--- src/hdl/cps_pkg.sv ---
// constants shared by the configuration pin and serial load control block
package cps_pkg;

  // apb register byte offsets
  localparam logic [7:0] CPS_OFF_CTRL     = 8'h00;
  localparam logic [7:0] CPS_OFF_STATUS   = 8'h04;
  localparam logic [7:0] CPS_OFF_BIAS     = 8'h08;
  localparam logic [7:0] CPS_OFF_CFG_WORD = 8'h0C;
  localparam logic [7:0] CPS_OFF_SCAN_TDI = 8'h10;
  localparam logic [7:0] CPS_OFF_SCAN_TMS = 8'h14;
  localparam logic [7:0] CPS_OFF_SCAN_OUT = 8'h18;

  // ctrl fields
  localparam int CPS_CTRL_DONE     = 0;
  localparam int CPS_CTRL_KEEP     = 1;
  localparam int CPS_CTRL_RESTART  = 2;
  localparam int CPS_CTRL_READBACK = 3;

  // status fields
  localparam int CPS_STS_ACTIVE   = 0;
  localparam int CPS_STS_WORD     = 1;
  localparam int CPS_STS_REFUSED  = 2;
  localparam int CPS_STS_SERIAL   = 3;
  localparam int CPS_STS_MODE_LSB = 4;
  localparam int CPS_STS_HSWAP    = 7;
  localparam int CPS_STS_CNT_LSB  = 8;

  // bias field positions inside the bias register
  localparam int CPS_BIAS_IDLE_LSB  = 0;
  localparam int CPS_BIAS_HSWAP_LSB = 2;
  localparam int CPS_BIAS_TCK_LSB   = 4;
  localparam int CPS_BIAS_TDI_LSB   = 6;
  localparam int CPS_BIAS_TMS_LSB   = 8;
  localparam int CPS_BIAS_TDO_LSB   = 10;

  // bias encodings
  localparam logic [1:0] CPS_BIAS_NONE = 2'h0;
  localparam logic [1:0] CPS_BIAS_UP   = 2'h1;
  localparam logic [1:0] CPS_BIAS_DOWN = 2'h2;

  // reset values
  localparam logic [11:0] CPS_BIAS_RESET = 12'h000;
  localparam logic [31:0] CPS_WORD_RESET = 32'h0000_0000;

  // serial mode select codes
  localparam logic [2:0] CPS_MODE_MASTER_SERIAL = 3'h0;
  localparam logic [2:0] CPS_MODE_SLAVE_SERIAL  = 3'h7;

  // dual-purpose pin roles in serial modes (bank 4 = pins 0..2)
  localparam int          CPS_PIN_DIN       = 0;
  localparam int          CPS_PIN_DOUT      = 1;
  localparam int          CPS_PIN_INIT      = 2;
  localparam int          CPS_PIN_D1        = 3;
  localparam logic [11:0] CPS_SERIAL_PINS   = 12'h007;

  // synchroniser bit positions
  localparam int CPS_SY_CFCLK = 0;
  localparam int CPS_SY_DIN   = 1;
  localparam int CPS_SY_TCK   = 2;
  localparam int CPS_SY_TDI   = 3;
  localparam int CPS_SY_TMS   = 4;
  localparam int CPS_SY_PROG  = 5;
  localparam int CPS_SY_HSWAP = 6;
  localparam int CPS_SY_MODE  = 7;
  localparam int CPS_SY_W     = 10;

  localparam logic [4:0] CPS_WORD_LAST = 5'h1F;

endpackage

--- src/hdl/cps_config_pins.sv ---
// configuration pin control, serial config capture and test port sampling
//
// The implementer's own choices: the register offsets and the APB register port.
`timescale 1ns/1ns
`default_nettype none
module cps_config_pins
  import cps_pkg::*;
#(
  parameter int NUM_DUAL = 12
) (
  input  wire logic                pclk,
  input  wire logic                presetn,
  input  wire logic                psel,
  input  wire logic                penable,
  input  wire logic                pwrite,
  input  wire logic [7:0]          paddr,
  input  wire logic [31:0]         pwdata,
  output logic      [31:0]         prdata,
  output logic                     pready,
  output logic                     pslverr,
  input  wire logic                program_request_n,
  input  wire logic                hot_swap_pullup_disable,
  input  wire logic                mode_select_bit2,
  input  wire logic                mode_select_bit1,
  input  wire logic                mode_select_bit0,
  input  wire logic                config_clock,
  input  wire logic [NUM_DUAL-1:0] dual_in,
  output logic      [NUM_DUAL-1:0] dual_o,
  output logic      [NUM_DUAL-1:0] dual_oe_n,
  output logic      [NUM_DUAL-1:0] dual_pullup,
  output logic      [NUM_DUAL-1:0] dual_pulldown,
  input  wire logic [NUM_DUAL-1:0] user_out,
  input  wire logic [NUM_DUAL-1:0] user_oe_n,
  input  wire logic [NUM_DUAL-1:0] user_unused,
  output logic                     config_pins_pullup,
  output logic                     hot_swap_pullup,
  output logic                     hot_swap_pulldown,
  input  wire logic                tck,
  input  wire logic                tdi,
  input  wire logic                tms,
  output logic                     tdo_o,
  output logic                     tdo_oe_n,
  output logic      [3:0]          test_pullup,
  output logic      [3:0]          test_pulldown,
  output logic                     config_active
);

  function automatic logic bias_up(input logic [1:0] f);
    return f == CPS_BIAS_UP;
  endfunction

  function automatic logic bias_down(input logic [1:0] f);
    return f == CPS_BIAS_DOWN;
  endfunction

  ////////////////////////////////////////////////////////////////////////
  // pin synchronisers and edge detection
  logic [CPS_SY_W-1:0] sync1_r;
  logic [CPS_SY_W-1:0] sync2_r;
  logic [CPS_SY_W-1:0] prev_r;

  always_ff @(posedge pclk or negedge presetn) begin
    if (!presetn) begin
      sync1_r <= CPS_SY_W'(32'h0000_0001 << CPS_SY_PROG);
      sync2_r <= CPS_SY_W'(32'h0000_0001 << CPS_SY_PROG);
      prev_r  <= CPS_SY_W'(32'h0000_0001 << CPS_SY_PROG);
    end else begin
      sync1_r <= {mode_select_bit2, mode_select_bit1, mode_select_bit0, hot_swap_pullup_disable,
                  program_request_n, tms, tdi, tck, dual_in[CPS_PIN_DIN], config_clock};
      sync2_r <= sync1_r;
      prev_r  <= sync2_r;
    end
  end

  logic       cfclk_rise;
  logic       tck_rise;
  logic       prog_fall;
  logic       din_s;
  logic       tdi_s;
  logic       tms_s;
  logic       hswap_s;
  logic [2:0] mode_s;
  logic       serial_mode;

  assign cfclk_rise  = sync2_r[CPS_SY_CFCLK] & ~prev_r[CPS_SY_CFCLK];
  assign tck_rise    = sync2_r[CPS_SY_TCK] & ~prev_r[CPS_SY_TCK];
  assign prog_fall   = ~sync2_r[CPS_SY_PROG] & prev_r[CPS_SY_PROG];
  assign din_s       = sync2_r[CPS_SY_DIN];
  assign tdi_s       = sync2_r[CPS_SY_TDI];
  assign tms_s       = sync2_r[CPS_SY_TMS];
  assign hswap_s     = sync2_r[CPS_SY_HSWAP];
  assign mode_s      = sync2_r[CPS_SY_MODE +: 3];
  assign serial_mode = (mode_s == CPS_MODE_MASTER_SERIAL) | (mode_s == CPS_MODE_SLAVE_SERIAL);

  ////////////////////////////////////////////////////////////////////////
  // apb slave
  logic wr_en;
  logic rd_setup;
  logic mapped;
  assign wr_en    = psel & penable & pwrite;
  assign rd_setup = psel & ~penable & ~pwrite;
  assign mapped   = (paddr == CPS_OFF_CTRL) | (paddr == CPS_OFF_STATUS) | (paddr == CPS_OFF_BIAS) |
                    (paddr == CPS_OFF_CFG_WORD) | (paddr == CPS_OFF_SCAN_TDI) |
                    (paddr == CPS_OFF_SCAN_TMS) | (paddr == CPS_OFF_SCAN_OUT);
  assign pready   = 1'b1;
  assign pslverr  = psel & penable & ~mapped;

  logic ctrl_wr;
  logic status_wr;
  logic done_req;
  logic restart_req;
  logic readback_req;
  assign ctrl_wr      = wr_en & (paddr == CPS_OFF_CTRL);
  assign status_wr    = wr_en & (paddr == CPS_OFF_STATUS);
  assign done_req     = ctrl_wr & pwdata[CPS_CTRL_DONE];
  assign restart_req  = ctrl_wr & pwdata[CPS_CTRL_RESTART];
  assign readback_req = ctrl_wr & pwdata[CPS_CTRL_READBACK];

  logic        keep_pins_r;
  logic [11:0] bias_r;
  logic [31:0] scan_out_r;
  logic        scan_out_wr;
  assign scan_out_wr = wr_en & (paddr == CPS_OFF_SCAN_OUT);

  always_ff @(posedge pclk or negedge presetn) begin
    if (!presetn) begin
      keep_pins_r <= 1'b0;
      bias_r      <= CPS_BIAS_RESET;
    end else begin
      if (ctrl_wr) begin
        keep_pins_r <= pwdata[CPS_CTRL_KEEP];
      end
      if (wr_en && paddr == CPS_OFF_BIAS) begin
        bias_r <= pwdata[11:0];
      end
    end
  end

  ////////////////////////////////////////////////////////////////////////
  // configuration-active flag
  logic cfg_active_r;
  always_ff @(posedge pclk or negedge presetn) begin
    if (!presetn) begin
      cfg_active_r <= 1'b1;
    end else if (prog_fall || restart_req) begin
      cfg_active_r <= 1'b1;
    end else if (done_req) begin
      cfg_active_r <= 1'b0;
    end
  end
  assign config_active = cfg_active_r;

  ////////////////////////////////////////////////////////////////////////
  // serial configuration capture
  logic [31:0] cfg_shift_r;
  logic [31:0] cfg_word_r;
  logic [4:0]  cfg_cnt_r;
  logic        dout_r;
  logic        word_set;
  logic        shift_en;
  assign shift_en = cfclk_rise & cfg_active_r & serial_mode;
  assign word_set = shift_en & (cfg_cnt_r == CPS_WORD_LAST);

  always_ff @(posedge pclk or negedge presetn) begin
    if (!presetn) begin
      cfg_shift_r <= CPS_WORD_RESET;
      cfg_word_r  <= CPS_WORD_RESET;
      cfg_cnt_r   <= '0;
      dout_r      <= 1'b0;
    end else if (shift_en) begin
      cfg_shift_r <= {cfg_shift_r[30:0], din_s};
      dout_r      <= cfg_shift_r[31];
      cfg_cnt_r   <= cfg_cnt_r + 5'h01;
      if (cfg_cnt_r == CPS_WORD_LAST) begin
        cfg_word_r <= {cfg_shift_r[30:0], din_s};
      end
    end else if (prog_fall || restart_req) begin
      cfg_cnt_r <= '0;
    end
  end

  ////////////////////////////////////////////////////////////////////////
  // sticky status, set wins over clear
  logic sts_word_r;
  logic sts_refused_r;
  always_ff @(posedge pclk or negedge presetn) begin
    if (!presetn) begin
      sts_word_r    <= 1'b0;
      sts_refused_r <= 1'b0;
    end else begin
      if (word_set) begin
        sts_word_r <= 1'b1;
      end else if (status_wr && pwdata[CPS_STS_WORD]) begin
        sts_word_r <= 1'b0;
      end
      if (readback_req && serial_mode) begin
        sts_refused_r <= 1'b1;
      end else if (status_wr && pwdata[CPS_STS_REFUSED]) begin
        sts_refused_r <= 1'b0;
      end
    end
  end

  ////////////////////////////////////////////////////////////////////////
  // test port sampling on test clock rise
  logic [31:0] scan_tdi_r;
  logic [31:0] scan_tms_r;
  logic [7:0]  scan_cnt_r;
  logic        tdo_r;
  always_ff @(posedge pclk or negedge presetn) begin
    if (!presetn) begin
      scan_tdi_r <= '0;
      scan_tms_r <= '0;
      scan_cnt_r <= '0;
    end else if (tck_rise) begin
      scan_tdi_r <= {tdi_s, scan_tdi_r[31:1]};
      scan_tms_r <= {tms_s, scan_tms_r[31:1]};
      scan_cnt_r <= scan_cnt_r + 8'h01;
    end
  end

  always_ff @(posedge pclk or negedge presetn) begin
    if (!presetn) begin
      scan_out_r <= '0;
      tdo_r      <= 1'b0;
    end else if (scan_out_wr) begin
      scan_out_r <= pwdata;
    end else if (tck_rise) begin
      tdo_r      <= scan_out_r[0];
      scan_out_r <= {1'b0, scan_out_r[31:1]};
    end
  end
  assign tdo_o    = tdo_r;
  assign tdo_oe_n = 1'b0;

  ////////////////////////////////////////////////////////////////////////
  // read data, registered in the setup phase
  logic [31:0] prdata_r;
  logic [31:0] status_word;
  assign status_word = {16'h0000, scan_cnt_r, hswap_s, mode_s, serial_mode,
                        sts_refused_r, sts_word_r, cfg_active_r};

  always_ff @(posedge pclk or negedge presetn) begin
    if (!presetn) begin
      prdata_r <= '0;
    end else if (rd_setup) begin
      case (paddr)
        CPS_OFF_CTRL:     prdata_r <= {30'h0, keep_pins_r, 1'b0};
        CPS_OFF_STATUS:   prdata_r <= status_word;
        CPS_OFF_BIAS:     prdata_r <= {20'h00000, bias_r};
        CPS_OFF_CFG_WORD: prdata_r <= cfg_word_r;
        CPS_OFF_SCAN_TDI: prdata_r <= scan_tdi_r;
        CPS_OFF_SCAN_TMS: prdata_r <= scan_tms_r;
        CPS_OFF_SCAN_OUT: prdata_r <= scan_out_r;
        default:          prdata_r <= '0;
      endcase
    end
  end
  assign prdata = prdata_r;

  ////////////////////////////////////////////////////////////////////////
  // dual-purpose pin control
  logic [NUM_DUAL-1:0] borrow;
  logic [NUM_DUAL-1:0] dual_o_nxt;
  logic [NUM_DUAL-1:0] dual_oe_n_nxt;
  logic [NUM_DUAL-1:0] dual_pu_nxt;
  logic [NUM_DUAL-1:0] dual_pd_nxt;
  logic                init_low;
  logic [1:0]          idle_bias;
  assign idle_bias = bias_r[CPS_BIAS_IDLE_LSB +: 2];
  assign init_low  = ~sync2_r[CPS_SY_PROG];
  assign borrow = (serial_mode && (cfg_active_r || keep_pins_r)) ? CPS_SERIAL_PINS[NUM_DUAL-1:0] : '0;

  always_comb begin
    for (int i = 0; i < NUM_DUAL; i++) begin
      dual_o_nxt[i]    = 1'b0;
      dual_oe_n_nxt[i] = 1'b1;
      dual_pu_nxt[i]   = 1'b0;
      dual_pd_nxt[i]   = 1'b0;
      if (borrow[i]) begin
        if (i == CPS_PIN_DOUT) begin
          dual_o_nxt[i]    = dout_r;
          dual_oe_n_nxt[i] = 1'b0;
        end else if (i == CPS_PIN_INIT) begin
          dual_oe_n_nxt[i] = ~init_low;
          dual_pu_nxt[i]   = cfg_active_r;
        end
      end else if (cfg_active_r) begin
        dual_pu_nxt[i] = ~hswap_s;
      end else if (user_unused[i]) begin
        dual_pu_nxt[i] = bias_up(idle_bias);
        dual_pd_nxt[i] = bias_down(idle_bias);
      end else begin
        dual_o_nxt[i]    = user_out[i];
        dual_oe_n_nxt[i] = user_oe_n[i];
      end
    end
  end

  always_ff @(posedge pclk or negedge presetn) begin
    if (!presetn) begin
      dual_o        <= '0;
      dual_oe_n     <= '1;
      dual_pullup   <= '0;
      dual_pulldown <= '0;
    end else begin
      dual_o        <= dual_o_nxt;
      dual_oe_n     <= dual_oe_n_nxt;
      dual_pullup   <= dual_pu_nxt;
      dual_pulldown <= dual_pd_nxt;
    end
  end

  ////////////////////////////////////////////////////////////////////////
  // dedicated pin bias
  always_ff @(posedge pclk or negedge presetn) begin
    if (!presetn) begin
      config_pins_pullup <= 1'b1;
      hot_swap_pullup    <= 1'b1;
      hot_swap_pulldown  <= 1'b0;
      test_pullup        <= 4'hF;
      test_pulldown      <= 4'h0;
    end else begin
      config_pins_pullup <= cfg_active_r;
      hot_swap_pullup    <= cfg_active_r | bias_up(bias_r[CPS_BIAS_HSWAP_LSB +: 2]);
      hot_swap_pulldown  <= ~cfg_active_r & bias_down(bias_r[CPS_BIAS_HSWAP_LSB +: 2]);
      // order tdo, tms, tdi, tck
      test_pullup <= {4{cfg_active_r}} | {bias_up(bias_r[CPS_BIAS_TDO_LSB +: 2]),
                                          bias_up(bias_r[CPS_BIAS_TMS_LSB +: 2]),
                                          bias_up(bias_r[CPS_BIAS_TDI_LSB +: 2]),
                                          bias_up(bias_r[CPS_BIAS_TCK_LSB +: 2])};
      test_pulldown <= {4{~cfg_active_r}} & {bias_down(bias_r[CPS_BIAS_TDO_LSB +: 2]),
                                             bias_down(bias_r[CPS_BIAS_TMS_LSB +: 2]),
                                             bias_down(bias_r[CPS_BIAS_TDI_LSB +: 2]),
                                             bias_down(bias_r[CPS_BIAS_TCK_LSB +: 2])};
    end
  end
endmodule
`default_nettype wire

--- config.mk ---
export PLATFORM = sky130hd
export DESIGN_NAME = cps_config_pins
export DESIGN_NICKNAME = d
export VERILOG_FILES = /design/src/hdl/cps_pkg.sv /design/src/hdl/cps_config_pins.sv
export SDC_FILE = /design/constraint.sdc
export NUM_CORES = 1
export LEC_CHECK = 0
export BUFFER_PORTS_ARGS = -buffer_cell sky130_fd_sc_hd__buf_2
export CORE_AREA = 2 2 190 192
export DETAILED_ROUTE_END_ITERATION = 8
export DIE_AREA = 0 0 192 194
export GPL_TIMING_DRIVEN = 0
export RECOVER_POWER = 50
export SYNTH_ARGS = -nofsm -noshare
export SYNTH_HDL_FRONTEND = slang
export SYNTH_SLANG_ARGS = --single-unit
export TNS_END_PERCENT = 50
--- constraint.sdc ---
create_clock -name pclk -period 2.7 [get_ports pclk]
set_clock_uncertainty 0.15 [all_clocks]
set_input_delay 0.81 -clock pclk [delete_from_list [all_inputs] [get_ports pclk]]
set_output_delay 0.81 -clock pclk [all_outputs]
set_load 0.02 [all_outputs]
### Word-level counts from Yosys, hierarchy flattened

Cells that the tools add are included.

| cells by class | value |
|---|---|
| $add $sub $neg | 2 |
| multipliers | 0 |
| div/mod/pow operators | 0 |
| magnitude comparators | 0 |
| equal/unequal tests | 20 |
| shift-type cells | 0 |
| multiplexer cells | 156 |
| bitwise logic cells | 37 |
| reduce and logical (&&, ||, !) cells | 16 |

Operators with widths:

| cell | number |
|---|---|
| 32-bit case mux with 7 select lines | 1 |
| 1-bit two-way mux | 150 |
| 32-bit two-way mux | 2 |
| 8-bit by 5-bit == test with 1-bit output (second input constant) | 3 |
| 1-bit AND | 18 |
| 8-bit by 4-bit == test with 1-bit output (second input constant) | 2 |
| 2-bit by 1-bit == test with 1-bit output (second input constant) | 6 |
| 2-bit == test (second input constant) | 6 |
| 5-bit two-way mux | 2 |
| 2-bit nonzero test | 5 |
| 1-bit NOT | 9 |
| 8-bit by 1-bit adder with 8-bit output (second input constant) | 1 |
| 8-bit by 3-bit == test with 1-bit output (second input constant) | 1 |
| 8-bit logical NOT | 1 |
| 1-bit OR | 8 |
| 5-bit by 1-bit adder with 5-bit output (second input constant) | 1 |
| 5-bit == test (second input constant) | 1 |
| 1-bit logical AND | 5 |
| 4-bit AND | 1 |
| 4-bit OR | 1 |
| 2-bit AND reduction | 2 |
| 3-bit == test (second input constant) | 1 |
| 3-bit logical NOT | 1 |
| 3-bit two-way mux | 1 |
| 1-bit logical OR | 2 |

| storage, ports and cells | value |
|---|---|
| register bits | 308 |
| bits in latches | 0 |
| RAM bits | 0 |
| bits in read-only memories | 0 |
| bits of input ports | 102 |
| output and inout port bits | 96 |
| logic and storage cells | 258 |
| memories | 0 |

### Longest topological paths before layout

| depth | value |
|---|---|
| depth in word-level cells | 9 |
| gate-level depth with buffers | 9 |
| gate-level depth less buffers | 5 |

### Worst setup path after synthesis

OpenSTA, ideal clock, no wires.

| path | value |
|---|---|
| path type | input port to output port |
| start point | in paddr[5] |
| end point | out pslverr |
| arrival time | 1948 ps |
| required time | 1740 ps |
| setup slack | -208 ps |
| cell stages on the path | 4 |
| path buffers | 0 |
| path through | or3_1 -> nor3_2 -> nand2_1 -> and3_1 |

| between the ends | value |
|---|---|
| cells in the longest elaborated chain, start to end | 9 |
| elaborated cells on any way between the ends | 15 |
| classes of those cells | eq/ne (6); bitwise (8); reduce/logical (1) |

RTL lines:

| element | line | source |
|---|---|---|
| from (decl) | cps_config_pins.sv:16 | `input wire logic [7:0] paddr,` |
| 8-bit by 3-bit == test with 1-bit output / 8-bit logical NOT (equally long branches) | cps_config_pins.sv:102 | `assign mapped = (paddr == CPS_OFF_CTRL) \| (paddr == CPS_OFF_STATUS) \| (paddr == CPS_OFF_BIAS) \|` |
| 1-bit OR (3 in series) | cps_config_pins.sv:102 |  |
| 1-bit OR (2 in series) | cps_config_pins.sv:103 | `(paddr == CPS_OFF_CFG_WORD) \| (paddr == CPS_OFF_SCAN_TDI) \|` |
| 1-bit OR * | cps_config_pins.sv:104 | `(paddr == CPS_OFF_SCAN_TMS) \| (paddr == CPS_OFF_SCAN_OUT);` |
| 1-bit NOT * | cps_config_pins.sv:106 | `assign pslverr = psel & penable & ~mapped;` |
| 1-bit AND * | cps_config_pins.sv:106 |  |
| to (decl) | cps_config_pins.sv:20 | `output logic pslverr,` |

Every way passes the cells marked *; elsewhere a longest branch is shown, timed or not.

### Worst setup path in the final report

| path | value |
|---|---|
| start point | in paddr[6] |
| end point | out pslverr |

The elaborated chain is that of the path after synthesis.

==> qor.txt <==
Inst Count DP = 1773
hold path depth = 0
DR vias/cell = 5.14
initial core utilization = 0.357
violated checks = max-capacitance violations, max-slew violations, negative setup slack
Synth Flop Type = dfrtp_1
count leader, synth = nand2_1
largest net degree at the start of global routing = 122
synth top area cells = dfrtp_1 56%, nand2_1 9.0%, mux2_2 7.3%
worst vdd ir = 0.337 mV
Avg WL per Cell = 19.2 um
FMAX = 356 MHz
clock slew at reported path FFs = 0.05 ns
FF-to-FF Start = config_active
worst r2r dst = dual_o[11]
Residual DRC = 0
cell family with most CP delay = simple AND/OR/NAND/NOR gates
Worst Hold Class = register to register
DR vias = 9456
die width = 192 um
number of flops mapped to enable cells by yosys = 0
Hold Slack = 0.202 ns
CTS tree = done
CTS Buf Count = 34
CP required = 1.74 ns
clock sink count = 305
final WL = 35400 um
Worst Reg-to-Reg Cells = 4
htree depth = 2
highest metal layer with signal wires = met4
Net count, final = 1461
post-route non-filler standard cell count = 1841
CP peak stage delay = 0.40 ns
layout cells sized above 1 = 0.277
nature of the critical path startpoint = input pin
PnR worst setup slack = -0.111 ns
Setup violations, final = 1
Root Buffer = clkbuf_16
Rel. slew slack = -0.138
DR WL met2 = 16600 um
crit-path cells = buf_6 > or3_4 > nor3_4 > nand2_1 > and3_4 > buf_6
vias in the first global route = 9542
leading area contributor after synthesis = dfrtp_1
final hold vios = 0
yosys synthesis warning count = 0
wire length of the first global-routing pass = 55300 um
Least-Margin Pin Slew = 1.71 ns
R2R Setup Slk = 0.08 ns
Max clock buf depth = 3
Core Region = 35200 um2
max-slew violations = 66
Tot GR Track Use = 0.192
RSZ-0062 raised after global routing = yes
wire length on met3 = 2210 um
drt first-iter violations = 634
Setup CP Type = input pin to output port
number of port buffers = 182
min-delay src = sync1_r[0]
crit path max fanout = 2
post-synth top area share = 0.563
# rows = 69
IO Pins = 198
synthesized area = 12600 um2
worst hold endpoint = sync2_r[0]
Final min period = 2.81 ns
CTS Hold Bufs = 0
CP endpoint kind = output port
Unique masters post-synth = 52
WP data arrival = 1.85 ns
Chip Height = 194 um
Critical Path Slowest Stage Cell = or3_4
max_cap viols = 1
Post-synth ARST share = 1.00
Synth Register Bits = 305
CP bufs+invs = 2
total gr overflow = 0
status = finished with violations
Mapped Nets = 1233
fin crit share = 1.04
leading post-synthesis cells by instance count = 302 x nand2_1, 283 x dfrtp_1, 82 x mux2_2
Lkg Pwr = 0.00757 uW
Syn Area/Cell = 11.1 um2
antenna violations before repair = 1
DR pass1 iterations = 6
routability-driven placement congestion ratio = 0.901
clk_lat worst skew = 0.51 ns
Power Density = 686 nW/um2
Top cell by count, worst path = buf_6
area delta synth->final = 21.8%
Final ANT Viol Nets = 0
met1 WL = 15500 um
cells after synthesis = 1128
Detailed Place HPWL = 25800 um
die area = 37200 um2
Seq/Total Area, Yosys = 0.609
-- cell families (layout without fill, tap and decap cells) --
group / after synthesis / count (layout) / share of synthesized area
DFF: 305 / 305 / 0.609
adders and majority gates: 3 / 3 / 0.00298
AOI/OAI and AO/OA: 180 / 180 / 0.102
other: 2 / 4 / 0.000597
and+or+nand+nor: 442 / 442 / 0.156
xor gates and xnor gates: 8 / 8 / 0.00557
buffers and inverters: 82 / 332 / 0.0312
muxes: 106 / 106 / 0.0925
-- layout by cell type, fill, tap and decap left out, types with 12 or more instances in the layout --
cell,instances
nor2_1,42
clkbuf_1,43
dfrtp_1,283
a31oi_1,37
mux2_2,82
buf_2,195
o22ai_1,19
buf_4,12
dfstp_2,20
a21o_1,15
nand2_1,302
clkbuf_16,35
a22o_1,24
and2_1,13
o21ai_0,18
mux2i_1,24
a22oi_1,26
-- routing by layer --
layer / global-route usage / vias up
met5: 0 / -
met4: 0.0611 / 0
met3: 0.0342 / 78
met2: 0.301 / 299
met1: 0.269 / 4725
li1: - / 4354
-- state kept, by name (all words and copies together) (netlist names), 10 cells and up --
name / cells
cfg_shift_r: 32
cfg_word_r: 32
dual_o: 12
prdata: 32
scan_out_r: 32
bias_r: 12
dual_pulldown: 12
scan_tdi_r: 32
dual_oe_n: 12
scan_tms_r: 32
dual_pullup: 12
sync2_r: 10
sync1_r: 10
-- cell type report --
| type | instances | area (um2) |
|---|---|---|
| antenna | 2 | 5.00 |
| buffer | 74 | 368 |
| clock buffer | 50 | 1010 |
| clock inverter | 8 | 93.8 |
| fill | 3350 | 19900 |
| inverter | 8 | 30.0 |
| multi-input combinational | 741 | 4540 |
| sequential | 305 | 7660 |
| tap | 461 | 577 |
| timing repair buffer | 192 | 1030 |
-- per-stage QoR --
step | setup TNS [ns] | utilization | setup WS, ns | cell area [um2] | power (uW)
after floorplan | -0.0679 | - | -0.0679 | 12600 | 5530
after global placement | -1513.39 | 0.400 | -5.08 | 14100 | 5930
after detailed placement | -13.91 | 0.402 | -0.559 | 14100 | 5960
after CTS | -0.0980 | 0.435 | -0.0980 | 15300 | 10600
after global routing | -0.570 | 0.435 | -0.138 | 15300 | 10900
final | -0.111 | 0.435 | -0.111 | 15300 | 10500
-- worst max path at each step --
stage	slack (ns)	to	cells after the start	start
2_1_floorplan	-0.07	pslverr	4	paddr[5]
3_3_place_gp	-5.08	dual_o[4]	1	presetn
3_5_place_dp	-0.56	pslverr	6	paddr[5]
4_1_cts	-0.1	pslverr	6	paddr[6]
5_1_grt	-0.14	pslverr	6	paddr[6]
6_report	-0.11	pslverr	6	paddr[6]
-- report_power, final --
group,internal [uW],leakage (uW),total [uW],switching [uW]
clock network,2780,0.000549,4620,1840
registers,4840,0.00403,5090,248
logic,308,0.00299,800,492
total,7930,0.00757,10500,2580
-- worst register-to-register path, delay by kind of cell (launching register included) --
| family | cells | cell delay (ns) |
|---|---|---|
| buffers and inverters | 3 | 1.51 |
| AND/OR/NAND/NOR | 1 | 0.13 |
| flip-flops | 1 | 0.69 |
-- what timing repair did --
| action | 4_1_cts | 5_1_grt |
|---|---|---|
| gates resized for setup | 6 | 1 |
| buffers inserted | 8 | 0 |
| pin swaps | 3 | 0 |
| setup endpoints to repair | 1 | 21 |
| gates cloned | 0 | 0 |
No activity file was read; power rests on OpenSTA's default activity.
